## src/verilog/pdly_pkg.sv

```systemverilog
// Purpose : Shared constants and types for the programmable edge delay
// Assumes : MCLK at 40 MHz; oscillator_period derived from it
// Notes   : Every offset, field, reset value and count is named here once

package pdly_pkg;

	// ==========================================================
	// Timing
	// ==========================================================
	localparam int MCLK_PERIOD_NS = 25;     // 40 MHz master clock
	localparam int OSC_PERIOD_NS  = 1000;   // oscillator_period, 1 us
	// MCLK cycles per oscillator_period (exact division)
	localparam int OSC_CYCLES     = OSC_PERIOD_NS / MCLK_PERIOD_NS;
	localparam int STARTUP_TICKS  = 500;    // startup_interval in ticks
	localparam int FILT_MULT      = 16;     // code_change_latency factor
	localparam int FILT_BASE      = 6;      // code_change_latency offset

	// ==========================================================
	// Widths
	// ==========================================================
	localparam int CODE_W     = 4;          // ratio_code width
	localparam int RATIO_W    = 22;         // holds divide_ratio up to 2^21
	localparam int RATIO_STEP = 3;          // log2 of ratio step (x8)
	localparam int FILT_W     = 9;          // filter counter, max 336
	localparam int PRESC_W    = 16;         // prescaler width
	localparam int BOOT_W     = 16;         // start-up tick counter width
	localparam int ADDR_W     = 12;         // APB address width

	// ==========================================================
	// Register map
	// ==========================================================
	localparam logic [11:0] ADDR_CTRL     = 12'h000;
	localparam logic [11:0] ADDR_STAT     = 12'h004;
	localparam logic [31:0] CTRL_RST      = 32'h0000_0000;
	localparam int          CTRL_CODE_LSB = 0;   // software ratio_code
	localparam int          CTRL_SRC_BIT  = 4;   // 1: use software code
	localparam int          STAT_CODE_LSB = 0;   // accepted ratio_code
	localparam int          STAT_RDY_BIT  = 4;   // start-up finished
	localparam int          STAT_TIME_BIT = 5;   // delay timing active
	localparam int          STAT_OUT_BIT  = 6;   // output level
	localparam int          STAT_DUAL_BIT = 7;   // dual-edge variant

	// ==========================================================
	// Types
	// ==========================================================
	typedef enum logic {
		PDLY_BOOT,
		PDLY_RUN
	} pdly_state_t;

endpackage
```

## src/verilog/pdly_code_filter.sv

```systemverilog
// Purpose : Stability filter for the ratio_code
// Assumes : tick is one MCLK cycle wide, once per oscillator_period
// Notes   : Settling grows with the code distance being crossed

`timescale 1ns/10ps

module pdly_code_filter
	import pdly_pkg::*;
#(
	parameter int CW = CODE_W,
	parameter int FW = FILT_W
) (
	input  wire logic          clk,
	input  wire logic          rst_n,
	input  wire logic          tick,
	input  wire logic [CW-1:0] raw_code,
	output logic      [CW-1:0] acc_code,
	output logic               acc_valid
);

	// ==========================================================
	// State
	// ==========================================================
	logic [CW-1:0] cand_q;    // Code under observation
	logic [CW-1:0] acc_q;     // Code in use
	logic          valid_q;   // A code has been accepted
	logic [FW-1:0] stab_q;    // Ticks the candidate held still
	logic [CW-1:0] diff;      // Distance candidate to accepted
	logic [FW-1:0] thresh;    // Ticks needed before acceptance
	logic          settled;   // Nothing left to accept

	// Before the first acceptance the distance counts as zero
	always_comb begin
		if (!valid_q) begin
			diff = '0;
		end else if (cand_q > acc_q) begin
			diff = cand_q - acc_q;
		end else begin
			diff = acc_q - cand_q;
		end
		thresh  = FW'(FILT_MULT * (int'(diff) + FILT_BASE));
		settled = valid_q && (cand_q == acc_q);
	end

	// ==========================================================
	// Filter
	// ==========================================================
	// Any wobble restarts the wait; the jump goes straight to the
	// final code, so no intermediate code is ever applied
	always_ff @(posedge clk or negedge rst_n) begin
		if (!rst_n) begin
			cand_q  <= '0;
			acc_q   <= '0;
			valid_q <= 1'b0;
			stab_q  <= '0;
		end else if (raw_code != cand_q) begin
			// New value seen: restart stability count
			cand_q <= raw_code;
			stab_q <= '0;
		end else if (tick && !settled) begin
			if (stab_q >= thresh - FW'(1)) begin
				acc_q   <= cand_q;
				valid_q <= 1'b1;
				stab_q  <= '0;
			end else begin
				stab_q <= stab_q + FW'(1);
			end
		end
	end

	assign acc_code  = acc_q;
	assign acc_valid = valid_q;
endmodule // pdly_code_filter

```

## src/verilog/pdly_edge_delay.sv

```systemverilog
// Purpose : Programmable edge delay and pulse qualifier
// Assumes : IN_LEVEL and RATIO_CODE synchronous to MCLK; DUAL_EDGE static
// Notes   : APB slave with one wait state; PREADY is registered
//
// Overview of operation
// Codes 0-7 give ratios 1 to 2^21
// Ratio mirrored about code midpoint
// Polarity is ratio code MSB
// Delay equals ratio times oscillator period
// Single-edge: polarity picks delayed edge
// Dual-edge: polarity one inverts output
// Rising edge times, output high if held
// Early return no change; restart timing
// Other edge passes straight through
// Dual-edge delays both edges fully
// Dual-edge change back restarts timing
// Dual-edge output pulse never shorter
// Ratio code sampled continuously after start
// Code change takes 16*(diff+6) periods
// Only stable codes accepted, no intermediates
// Mid-timing change ends between both delays
// Output low, input ignored during start-up
// Start-up about 500 periods, ratio-independent
// Valid code needed before leaving start-up
// Start-up end copies input to output
// Falling mode mirrors rising mode
// Variant select is static configuration

`timescale 1ns/10ps

module pdly_edge_delay
	import pdly_pkg::*;
#(
	parameter int OSC_DIV   = OSC_CYCLES,     // MCLK cycles per tick
	parameter int BOOT_TCKS = STARTUP_TICKS   // start-up length in ticks
) (
	input  wire logic              MCLK,
	input  wire logic              RST_N,
	input  wire logic              IN_LEVEL,
	input  wire logic [CODE_W-1:0] RATIO_CODE,
	input  wire logic              DUAL_EDGE,
	input  wire logic              PSEL,
	input  wire logic              PENABLE,
	input  wire logic              PWRITE,
	input  wire logic [ADDR_W-1:0] PADDR,
	input  wire logic [31:0]       PWDATA,
	output logic      [31:0]       PRDATA,
	output logic                   PREADY,
	output logic                   PSLVERR,
	output logic                   OUT_LEVEL
);

	// ==========================================================
	// Declarations
	// ==========================================================
	pdly_state_t          state_q;       // Start-up or running
	logic [PRESC_W-1:0]   presc_q;       // Oscillator prescaler
	logic                 tick;          // One oscillator_period passed
	logic [BOOT_W-1:0]    boot_q;        // Start-up tick count
	logic                 boot_done;     // Start-up may end now
	logic                 dual_q;        // Latched variant select
	logic                 in_prev_q;     // Last seen input level
	logic                 out_q;         // Output level
	logic                 timing_q;      // Delay in progress
	logic [RATIO_W-1:0]   cnt_q;         // Ticks since timing start
	logic [CODE_W-1:0]    ctrl_code_q;   // Software ratio_code
	logic                 ctrl_src_q;    // Software code selected
	logic [CODE_W-1:0]    code_src;      // Code fed to the filter
	logic [CODE_W-1:0]    ratio_code;    // Accepted code
	logic                 code_ok;       // Filter has a code
	logic                 polarity_bit;  // Ratio code MSB
	logic [2:0]           ratio_exp;     // Ratio step index
	logic [RATIO_W-1:0]   divide_ratio;  // Ticks per delay
	logic                 invert;        // Dual-edge inversion
	logic                 run;           // Edge-delay operation
	logic                 edge_seen;     // Input changed
	logic                 start_evt;     // Edge that starts timing
	logic                 pass_evt;      // Edge that passes at once
	logic                 expire;        // Programmed delay reached
	logic                 apb_acc;       // Access phase, first cycle
	logic                 apb_done;      // Transfer completes now
	logic                 ctrl_hit;      // Address is control
	logic                 stat_hit;      // Address is status
	logic [31:0]          rd_mux;        // Read data selection

	// ==========================================================
	// Ratio decode
	// ==========================================================
	// Upper half counts back down, so the table is mirrored
	always_comb begin
		polarity_bit = ratio_code[CODE_W-1];
		if (polarity_bit) begin
			ratio_exp = ~ratio_code[2:0];
		end else begin
			ratio_exp = ratio_code[2:0];
		end
		divide_ratio = RATIO_W'(1) << (5'(ratio_exp) * 5'(RATIO_STEP));
		invert       = dual_q & polarity_bit;
	end

	// Pin code unless software takes over the setting
	assign code_src = ctrl_src_q ? ctrl_code_q : RATIO_CODE;

	// ==========================================================
	// Code filter
	// ==========================================================
	pdly_code_filter #(
		.CW (CODE_W),
		.FW (FILT_W)
	) u_filter (
		.clk       (MCLK),
		.rst_n     (RST_N),
		.tick      (tick),
		.raw_code  (code_src),
		.acc_code  (ratio_code),
		.acc_valid (code_ok)
	);

	// ==========================================================
	// Oscillator tick
	// ==========================================================
	assign tick = (presc_q == PRESC_W'(OSC_DIV - 1));

	// Restarted by a timing edge so the delay is whole periods
	// from that edge; the filter sees a slightly stretched tick
	always_ff @(posedge MCLK or negedge RST_N) begin
		if (!RST_N) begin
			presc_q <= '0;
		end else if (start_evt || tick) begin
			presc_q <= '0;
		end else begin
			presc_q <= presc_q + PRESC_W'(1);
		end
	end

	// ==========================================================
	// Start-up
	// ==========================================================
	// Count does not look at the ratio; an unsettled code
	// simply keeps the block waiting
	assign boot_done = (state_q == PDLY_BOOT)
		&& (boot_q >= BOOT_W'(BOOT_TCKS)) && code_ok;

	always_ff @(posedge MCLK or negedge RST_N) begin
		if (!RST_N) begin
			boot_q <= '0;
		end else if (state_q == PDLY_BOOT && tick && boot_q < BOOT_W'(BOOT_TCKS)) begin
			boot_q <= boot_q + BOOT_W'(1);
		end
	end

	// Variant caught by a clock edge during start-up only
	always_ff @(posedge MCLK or negedge RST_N) begin
		if (!RST_N) begin
			dual_q <= 1'b0;
		end else if (state_q == PDLY_BOOT) begin
			dual_q <= DUAL_EDGE;
		end
	end

	always_ff @(posedge MCLK or negedge RST_N) begin
		if (!RST_N) begin
			state_q <= PDLY_BOOT;
		end else begin
			case (state_q)
				PDLY_BOOT: begin
					if (boot_done) begin
						state_q <= PDLY_RUN;
					end
				end
				PDLY_RUN: begin
					state_q <= PDLY_RUN;
				end
				default: begin
					state_q <= PDLY_BOOT;
				end
			endcase
		end
	end

	// ==========================================================
	// Edge classification
	// ==========================================================
	// Single-edge: polarity 0 delays rising, 1 delays falling
	always_comb begin
		run       = (state_q == PDLY_RUN);
		edge_seen = run && (IN_LEVEL != in_prev_q);
		start_evt = edge_seen && (dual_q || (IN_LEVEL != polarity_bit));
		pass_evt  = edge_seen && !dual_q && (IN_LEVEL == polarity_bit);
		// Ratio shrunk to or below the count ends at the next tick, growing one runs on
		expire    = timing_q && tick && (cnt_q >= divide_ratio - RATIO_W'(1));
	end

	always_ff @(posedge MCLK or negedge RST_N) begin
		if (!RST_N) begin
			in_prev_q <= 1'b0;
		end else begin
			in_prev_q <= IN_LEVEL;
		end
	end

	// ==========================================================
	// Delay timer
	// ==========================================================
	// A new start edge always wins over a same-cycle expiry
	always_ff @(posedge MCLK or negedge RST_N) begin
		if (!RST_N) begin
			timing_q <= 1'b0;
			cnt_q    <= '0;
		end else if (start_evt) begin
			timing_q <= 1'b1;
			cnt_q    <= '0;
		end else if (pass_evt || expire || !run) begin
			timing_q <= 1'b0;
			cnt_q    <= '0;
		end else if (timing_q && tick) begin
			cnt_q <= cnt_q + RATIO_W'(1);
		end
	end

	// ==========================================================
	// Output
	// ==========================================================
	always_ff @(posedge MCLK or negedge RST_N) begin
		if (!RST_N) begin
			out_q <= 1'b0;
		end else if (!run) begin
			if (boot_done) begin
				out_q <= IN_LEVEL ^ invert;
			end else begin
				out_q <= 1'b0;
			end
		end else if (pass_evt) begin
			out_q <= IN_LEVEL;
		end else if (expire && !start_evt) begin
			// Held level reaches the output only now
			out_q <= IN_LEVEL ^ invert;
		end
	end

	assign OUT_LEVEL = out_q;

	// ==========================================================
	// APB slave
	// ==========================================================
	assign apb_acc  = PSEL && PENABLE && !PREADY;
	assign apb_done = PSEL && PENABLE && PREADY;
	assign ctrl_hit = (PADDR == ADDR_CTRL);
	assign stat_hit = (PADDR == ADDR_STAT);

	// Status shows live block state
	always_comb begin
		rd_mux = '0;
		if (ctrl_hit) begin
			rd_mux[CTRL_CODE_LSB +: CODE_W] = ctrl_code_q;
			rd_mux[CTRL_SRC_BIT]            = ctrl_src_q;
		end else if (stat_hit) begin
			rd_mux[STAT_CODE_LSB +: CODE_W] = ratio_code;
			rd_mux[STAT_RDY_BIT]            = run;
			rd_mux[STAT_TIME_BIT]           = timing_q;
			rd_mux[STAT_OUT_BIT]            = out_q;
			rd_mux[STAT_DUAL_BIT]           = dual_q;
		end
	end

	// One wait state keeps PRDATA and PREADY registered
	always_ff @(posedge MCLK or negedge RST_N) begin
		if (!RST_N) begin
			PREADY  <= 1'b0;
			PSLVERR <= 1'b0;
			PRDATA  <= '0;
		end else begin
			PREADY <= apb_acc;
			if (apb_acc) begin
				PSLVERR <= !(ctrl_hit || stat_hit);
				PRDATA  <= PWRITE ? 32'h0000_0000 : rd_mux;
			end else begin
				PSLVERR <= 1'b0;
			end
		end
	end

	// Write lands on the completing edge only
	always_ff @(posedge MCLK or negedge RST_N) begin
		if (!RST_N) begin
			ctrl_code_q <= CTRL_RST[CTRL_CODE_LSB +: CODE_W];
			ctrl_src_q  <= CTRL_RST[CTRL_SRC_BIT];
		end else if (apb_done && PWRITE && ctrl_hit) begin
			ctrl_code_q <= PWDATA[CTRL_CODE_LSB +: CODE_W];
			ctrl_src_q  <= PWDATA[CTRL_SRC_BIT];
		end
	end
endmodule // pdly_edge_delay

```

## config.mk

```make
export PLATFORM = sky130hd
export DESIGN_NAME = pdly_edge_delay
export DESIGN_NICKNAME = d
export VERILOG_FILES = /design/src/verilog/pdly_pkg.sv /design/src/verilog/pdly_code_filter.sv /design/src/verilog/pdly_edge_delay.sv
export SDC_FILE = /design/constraint.sdc
export NUM_CORES = 1
export LEC_CHECK = 0
export BUFFER_PORTS_ARGS = -buffer_cell sky130_fd_sc_hd__buf_2
export CAP_MARGIN = 20
export CELL_PAD_IN_SITES_DETAIL_PLACEMENT = 2
export CELL_PAD_IN_SITES_GLOBAL_PLACEMENT = 2
export CORE_MARGIN = 5
export CORE_UTILIZATION = 35
export CTS_CLUSTER_DIAMETER = 50
export DETAILED_ROUTE_END_ITERATION = 8
export PLACE_DENSITY = 0.78
export SLEW_MARGIN = 40
export SYNTH_ARGS = -nofsm -noshare
export SYNTH_HDL_FRONTEND = slang
export SYNTH_SLANG_ARGS = --single-unit
```

## constraint.sdc

```tcl
create_clock -name MCLK -period 5.2 [get_ports MCLK]
set_input_delay 0.78 -clock MCLK [delete_from_list [all_inputs] [get_ports MCLK]]
set_output_delay 0.78 -clock MCLK [all_outputs]
set_load 0.1 [all_outputs]
```

==> results.md, run 1 <==
Floorplanning
- num ports: 90
- DIE AREA: 0.0195 mm²
- width of the die: 140 µm
- Die Ht: 140 µm
- initial standard-cell utilization of the core: 0.356
- Cell Rows: 47
- core region area: 0.0166 mm²

Synth
- per-instance average area after synthesis: 9.14 µm²
- most area-consuming cells after synthesis: dfrtp_1 (39%), ha_1 (9.5%), nand2_1 (4.5%)
- flip-flop and latch count after synthesis: 92
- ys async rst share: 1.00
- area share of the largest cell type after synthesis: 0.390
- cell count after synthesis: 645
- cell taking the most area after synthesis: dfrtp_1
- warnings from Yosys: 0
- count of flip-flops with a built-in enable after synthesis: 0
- Synth Cell Area: 0.00590 mm²
- Yosys cell types: 56
- main flop type after synthesis: dfrtp_1
- portion of the post-synthesis area used by sequential elements: 0.390

GRT
- global-route wire length before repair: 29500 µm
- global-route usage over all layers: 0.185
- largest net degree at the start of global routing: 49
- number of antenna violations at the first check in global routing: 0
- sum of overflow across all layers after global routing: 0
- number of global-route vias before repair: 5691

Setup path
- Arrival @ worst endpoint: 4880 ps
- start-to-end type of the worst setup path: flop to flop
- number of cells on the worst reg-to-reg path: 17
- kind of launch point of the worst setup path: flop
- endpoint class of the critical path: flop
- maximum fanout count along the critical path: 10
- Critical Path RT: 5450 ps

STA
- Final Max Slew Viols: 0
- period utilization: 0.890
- final hold violation count: 0
- upper clock frequency limit: 216 MHz
- pin slew with the least headroom to its limit: 802 ps
- worst relative slew slack: 0.460
- unrepaired setup endpoints after global routing: no
- Min Hold Slack: 379 ps
- minimum clock period: 4630 ps
- clock tree skew after final layout: 9.11 ps
- Sum Neg Setup Slack: 0 ps
- final count of negative-setup-slack endpoints: 0

Clock network
- largest buffer count on any clock path: 2
- CTS tree: built
- CTS Sinks: 92
- Resized cells post-CTS: 0
- Root Buffer Master: clkbuf_16
- number of clock buffers inserted by TritonCTS: 9
- Hold Buf Count CTS: 0
- Clk Latency, worst-skew pair: 360 ps
- total number of H-tree levels: 3
- clk slew on worst S/H paths: 70 ps
- Post-CTS Repair Setup Buffers: 0

Layout
- area grow syn2layout: 10.8%
- number of diodes added for antenna fixing: 0
- fraction of final layout cells sized beyond drive strength 1: 0.120
- count of nets after finishing: 774
- top library cells by usage in the layout, fill and taps aside: dfrtp_1 (92), nand2_1 (70), ha_1 (45), nor2_1 (44), nand3_1 (44)
- commonest non-fill, non-tap cell in the layout: dfrtp_1

Routing
- Initial DRC Count: 222
- DRC errors left: 0
- Routed Antenna Nets: 0
- routed vias/inst: 5.51
- detailed-route wire length: 17800 µm
- vias after detailed routing: 4944
- post-DR wirelength/cell: 19.8 µm
- DR pass1 iterations: 4

Worst hold path
- class of the most critical hold timing path: flop to flop
- count of cells along the worst hold path: 0

Pwr
- leakage power summed over all cells: 0.00309 µW
- peak supply drop: 0.000160 V
- areal power density over the cells: 246 mW/mm²

Place
- last weighted congestion value of the routability-driven placer: 0.838
- final HPWL from detailed placement: 12600 µm
- number of input and output port buffers inserted: 38

Flow run
- number of violations of the max-capacitance limit: 0

Outcome
- status: finished clean

registers in the layout, indices dropped and copies added (netlist names), 4 cells and up:
name               flops
cnt_q                 22
boot_q                16
presc_q               16
u_filter.stab_q        9
PRDATA                 8
ctrl_code_q            4
u_filter.acc_code      4
u_filter.cand_q        4
stage by stage:
stage / total power (µW) / cell area [µm²] / utilization / instances / setup slack, ps
6_report: 1610 / 6540 / 0.394 / 897 / 570
5_1_grt: 1670 / 6540 / 0.394 / 897 / 236
3_3_place_gp: 903 / 6220 / 0.375 / 881 / 878
4_1_cts: 1620 / 6530 / 0.394 / 897 / 604
2_1_floorplan: 879 / 5980 / - / 668 / 1020
3_5_place_dp: 912 / 6220 / 0.375 / 881 / 693
worst max-delay path, cell delays in order (launching register included):
cell and delay (ps):
dfrtp_1 590, inv_1 190, ha_1 350, and4_1 210
a21oi_1 400, o211ai_1 190, and2_1 250, ha_1 340
nand2_1 90, nor2_1 90, o21ai_0 90, mux2i_1 170
nor2_1 80, ha_1 290, o311a_1 240, nor2_1 80
or3b_1 510, mux2_4 340
final timing paths:
kind | start | to | slack (ps)
max | u_filter.acc_code[0] | u_filter.acc_code[3] | 570
min | boot_q[10] | boot_q[10] | 380
max reg2reg | u_filter.acc_code[0] | u_filter.acc_code[3] | 570
min reg2reg | boot_q[10] | boot_q[10] | 380
max in group asynchronous | RST_N | cnt_q[3] | 3680
min in group asynchronous | RST_N | PSLVERR | 430
cells in the mapped netlist (4+ instances only):
library cell	number
nor3_1	7
a22o_1	5
a31oi_1	20
xor2_1	15
clkbuf_1	28
mux2_2	10
dfrtp_1	92
a21oi_1	22
or3_1	4
nand4_1	18
inv_1	31
nor2b_1	6
nor4_1	12
mux2i_1	6
nand2_1	71
buf_4	24
nor2_1	44
ha_1	45
o211ai_1	8
a22oi_1	4
a21o_1	6
and3_1	10
a222oi_1	5
nand3_1	44
o21ai_0	18
nand2b_1	8
xnor2_1	21
or4_1	17
kinds of logic after synthesis:
kind of cell,synth area share
XOR/XNOR,0.0535
flip-flops,0.390
adder cells (fa/ha/maj),0.102
AND/OR/NAND/NOR,0.226
other,0.000636
buffers and inverters,0.0709
AO/OA/AOI/OAI,0.122
multiplexers,0.0344
layer usage:
layer,up-vias,share of wire,global-route usage
met4,0,0.016,0.0566
met1,2524,0.44,0.227
met3,21,0.025,0.0288
met5,-,0,0
li1,2329,-,-
met2,70,0.52,0.334
final cells by class:
class	count	area, µm²
Inverter	31	116
Clock buffer	10	239
Timing Repair Buffer	47	260
Sequential cell	92	2300
Tap cell	220	275
Clock inverter	6	71.3
Multi-Input combinational cell	491	3270
Fill cell	1870	10000
power by group:
part | switching (µW) | internal [µW] | total [µW]
sequential | 3.40 | 718 | 721
clock | 318 | 392 | 710
combinational | 141 | 35.9 | 176
total | 462 | 1150 | 1610
(Power assumes the default switching activity.)
==> run 2, diff against run 1 <==
- ABC_AREA: unset -> 1
- CORE_UTILIZATION: 35 -> 34
- PLACE_DENSITY: 0.78 -> 0.79
==> run 2 against run 1 <==
  * Synthesized cell count grew 25%
  * Highest routed layer unchanged
  * Clock power decreased by 5.1%
  * Sequential share of layout area fell by 1.6 points
  * First-iteration DRC count shrank 38%
  * Power fell by 1.9%
  * Maximum frequency up 12%
  * Combinational power is 4% higher
==> results.md, run 2 <==
Outcome
- status: finished clean, unchanged

Floorplanning
- Die Ht: 146 µm, was 140 µm
- Cell Rows: 49, was 47
- DIE AREA: 0.0212 mm², was 0.0195 mm²
- core region area: 0.0180 mm², was 0.0166 mm²
- width of the die: 146 µm, was 140 µm
- num ports: 90, unchanged
- initial standard-cell utilization of the core: 0.347, was 0.356

Setup path
- start-to-end type of the worst setup path: flop to flop, unchanged
- kind of launch point of the worst setup path: flop, unchanged
- Arrival @ worst endpoint: 4410 ps, was 4880 ps
- endpoint class of the critical path: flop, unchanged
- Critical Path RT: 5480 ps, was 5450 ps
- maximum fanout count along the critical path: 10, unchanged

Clock network
- Resized cells post-CTS: 0, unchanged
- clk slew on worst S/H paths: 70 ps, about the same
- Root Buffer Master: clkbuf_16, unchanged
- Post-CTS Repair Setup Buffers: 0, unchanged
- CTS tree: built, unchanged
- CTS Sinks: 92, unchanged
- number of clock buffers inserted by TritonCTS: 9, unchanged
- total number of H-tree levels: 3, unchanged
- Hold Buf Count CTS: 0, unchanged
- Clk Latency, worst-skew pair: 360 ps, about the same
- largest buffer count on any clock path: 2, unchanged

Synth
- ys async rst share: 1.00, unchanged
- warnings from Yosys: 0, unchanged
- portion of the post-synthesis area used by sequential elements: 0.368, was 0.390
- adder and majority cell fraction of the synthesized area: 0.0964, was 0.102
- Synth Cell Area: 0.00626 mm², was 0.00590 mm²
- Yosys cell types: 47, was 56
- area share of the largest cell type after synthesis: 0.368, was 0.390
- main combinational cell family by area after synthesis: simple AND/OR/NAND/NOR gates, unchanged
- cell count after synthesis: 804, was 645
- xor/xnor cell area share of the yosys netlist: 0.0600, was 0.0535
- most area-consuming cells after synthesis: dfrtp_1 (37%), nand2_1 (10%), ha_1 (9.0%), was dfrtp_1 (39%), ha_1 (9.5%), nand2_1 (4.5%)
- main flop type after synthesis: dfrtp_1, unchanged
- share of synthesized cell area in and, or, nand and nor gates: 0.287, was 0.226
- flip-flop and latch count after synthesis: 92, unchanged
- top cells by instance count after synthesis: nand2_1 (171), inv_1 (101), dfrtp_1 (92), was dfrtp_1 (92), nand2_1 (71), ha_1 (45)
- cell taking the most area after synthesis: dfrtp_1, unchanged
- mux cell area share after synthesis: 0, was 0.0344
- compound-gate portion of the synthesized area: 0.0762, was 0.122
- dominant cell by count in the synthesized netlist: nand2_1, was dfrtp_1
- count of flip-flops with a built-in enable after synthesis: 0, unchanged
- per-instance average area after synthesis: 7.78 µm², was 9.14 µm²

Pwr
- leakage power summed over all cells: 0.00331 µW, was 0.00309 µW
- net switching power of the design: 489 µW, was 462 µW
- areal power density over the cells: 230 mW/mm², was 246 mW/mm²
- total power after layout: 1580 µW, was 1610 µW
- switching fraction of total power: 0.310, was 0.287
- clock share of power: 0.427, was 0.442
- cell internal pwr: 1090 µW, was 1150 µW
- peak supply drop: 0.000141 V, was 0.000160 V
- Sequential Power Share: 0.457, was 0.449
- Logic pwr share: 0.116, was 0.110

Place
- # placed instances: 1058, was 881
- final HPWL from detailed placement: 14100 µm, was 12600 µm
- last weighted congestion value of the routability-driven placer: 0.799, was 0.838
- number of input and output port buffers inserted: 38, unchanged

Layout
- top library cells by usage in the layout, fill and taps aside: nand2_1 (171), inv_1 (101), dfrtp_1 (92), nor2_1 (82), nand3_1 (50), was dfrtp_1 (92), nand2_1 (70), ha_1 (45), nor2_1 (44), nand3_1 (44)
- most flop-heavy register: cnt_q, unchanged
- number of diodes added for antenna fixing: 0, unchanged
- fraction of final layout cells sized beyond drive strength 1: 0.124, was 0.120
- commonest non-fill, non-tap cell in the layout: nand2_1, was dfrtp_1
- post-route non-filler standard cell count: 1074, was 897
- count of nets after finishing: 942, was 774
- Largest register FFs: 22, unchanged
- Top Registers: cnt_q (22), boot_q (16), presc_q (16), unchanged
- final core area utilization: 0.380, was 0.394
- area grow syn2layout: 9.50%, was 10.8%

STA
- minimum clock period: 4130 ps, was 4630 ps
- unrepaired setup endpoints after global routing: no, unchanged
- period utilization: 0.793, was 0.890
- upper clock frequency limit: 242 MHz, was 216 MHz
- clock tree skew after final layout: 8.59 ps, was 9.11 ps
- Sum Neg Setup Slack: 0 ps, unchanged
- worst relative slew slack: 0.627, was 0.460
- pin slew with the least headroom to its limit: 560 ps, was 802 ps
- final count of negative-setup-slack endpoints: 0, unchanged
- final hold violation count: 0, unchanged
- Final Max Slew Viols: 0, unchanged

Routing
- DRC errors left: 0, unchanged
- Routed Antenna Nets: 0, unchanged
- DR pass1 iterations: 4, unchanged
- Initial DRC Count: 137, was 222
- detailed-route wire length: 18000 µm, was 17800 µm
- routed vias/inst: 5.03, was 5.51
- vias after detailed routing: 5401, was 4944
- post-DR wirelength/cell: 16.8 µm, was 19.8 µm

Worst hold path
- class of the most critical hold timing path: input port to asynchronous set/reset pin, was flop to flop

GRT
- number of antenna violations at the first check in global routing: 0, unchanged
- global-route wire length before repair: 30600 µm, was 29500 µm
- number of global-route vias before repair: 6269, was 5691
- largest net degree at the start of global routing: 57, was 49
- global-route usage over all layers: 0.173, was 0.185
- sum of overflow across all layers after global routing: 0, unchanged

Flow run
- number of violations of the max-capacitance limit: 0, unchanged

==> run 2: changes by cell type in the layout (fill, tap and decap cells not counted), moves of 10 or more <==
cell,change
o21ai_0,+18
or4_1,-17
xor2_1,+16
and3_1,-10
nor2_1,+38
nor2_2,+10
a31oi_1,-19
nand2_1,+101
xnor2_1,-11
inv_1,+70
mux2_2,-10
nor3_1,+12
==> run 2: metrics by stage <==
| step | hold WS, ps | setup slack, ps | cell area [µm²] |
|---|---|---|---|
| floorplan | 430 | 1890 | 6340 |
| global placement | 366 | 1280 | 6560 |
| detailed placement | 373 | 1060 | 6560 |
| CTS | 390 | 994 | 6850 |
| global route | 401 | 606 | 6850 |
| finish | 385 | 1070 | 6850 |
==> run 2: area by class of cell <==
cell class	instances	area, µm²
clock buffers	9	225
multi-input cells	584	3340
flip-flops and latches	92	2300
inverters	114	433
well taps	229	287
repair buffers	39	204
clock inverters	7	62.6
fillers	2106	11200
==> run 2: worst paths after layout <==
check                      slack (ps)              endpoint                 start  cells past startpoint
hold reg to reg                   390            boot_q[15]            boot_q[15]                      0
min in group MCLK                 390            boot_q[15]            boot_q[15]                      0
setup reg to reg                 1070  u_filter.acc_code[3]  u_filter.acc_code[3]                     23
max in group asynchronous        3830  u_filter.acc_code[0]                 RST_N                      2
setup / recovery                 1070  u_filter.acc_code[3]  u_filter.acc_code[3]                     23
hold / removal                    390              cnt_q[3]                 RST_N                      1
==> run 2: logic make-up after synthesis <==
kind of cell / after synthesis
DFF: 92
adders and majority gates: 47
AOI/OAI and AO/OA: 86
buffers and inverters: 151
other: 1
xor gates and xnor gates: 42
and+or+nand+nor: 385
==> run 2: worst max-delay path: stages, from the launching register on <==
cell and delay (ps):
dfrtp_1 590, inv_1 120, ha_1 430, nand2_1 90, nor2_1 140, inv_2 60, nand2_2 100, inv_1 60
or2_0 200, nand3_1 120, inv_1 110, ha_1 230, nand2_1 60, inv_1 60, nand4_1 90, nand2_1 60
ha_1 310, a21oi_1 140, o21ai_0 110, a21oi_1 130, nand3_1 370, nand3_4 300, nand2_1 80, o21ai_1 100
==> run 2: power by group through the flow <==
stage                     combinational [µW]  sequential, µW  clock (µW)
after floorplan                          143             741           0
after global placement                   177             735           0
after detailed placement                 184             735           0
after CTS                                185             720         692
after global routing                     200             721         727
final                                    183             721         674
==> run 2: layer usage <==
metal,vias up,GRT usage,part of all wire,routed length [µm]
met5,-,0,0,0
met4,0,0.0382,0.011,197
met3,15,0.0308,0.022,392
met2,55,0.336,0.55,9830
met1,2720,0.196,0.42,7600
li1,2611,-,-,-
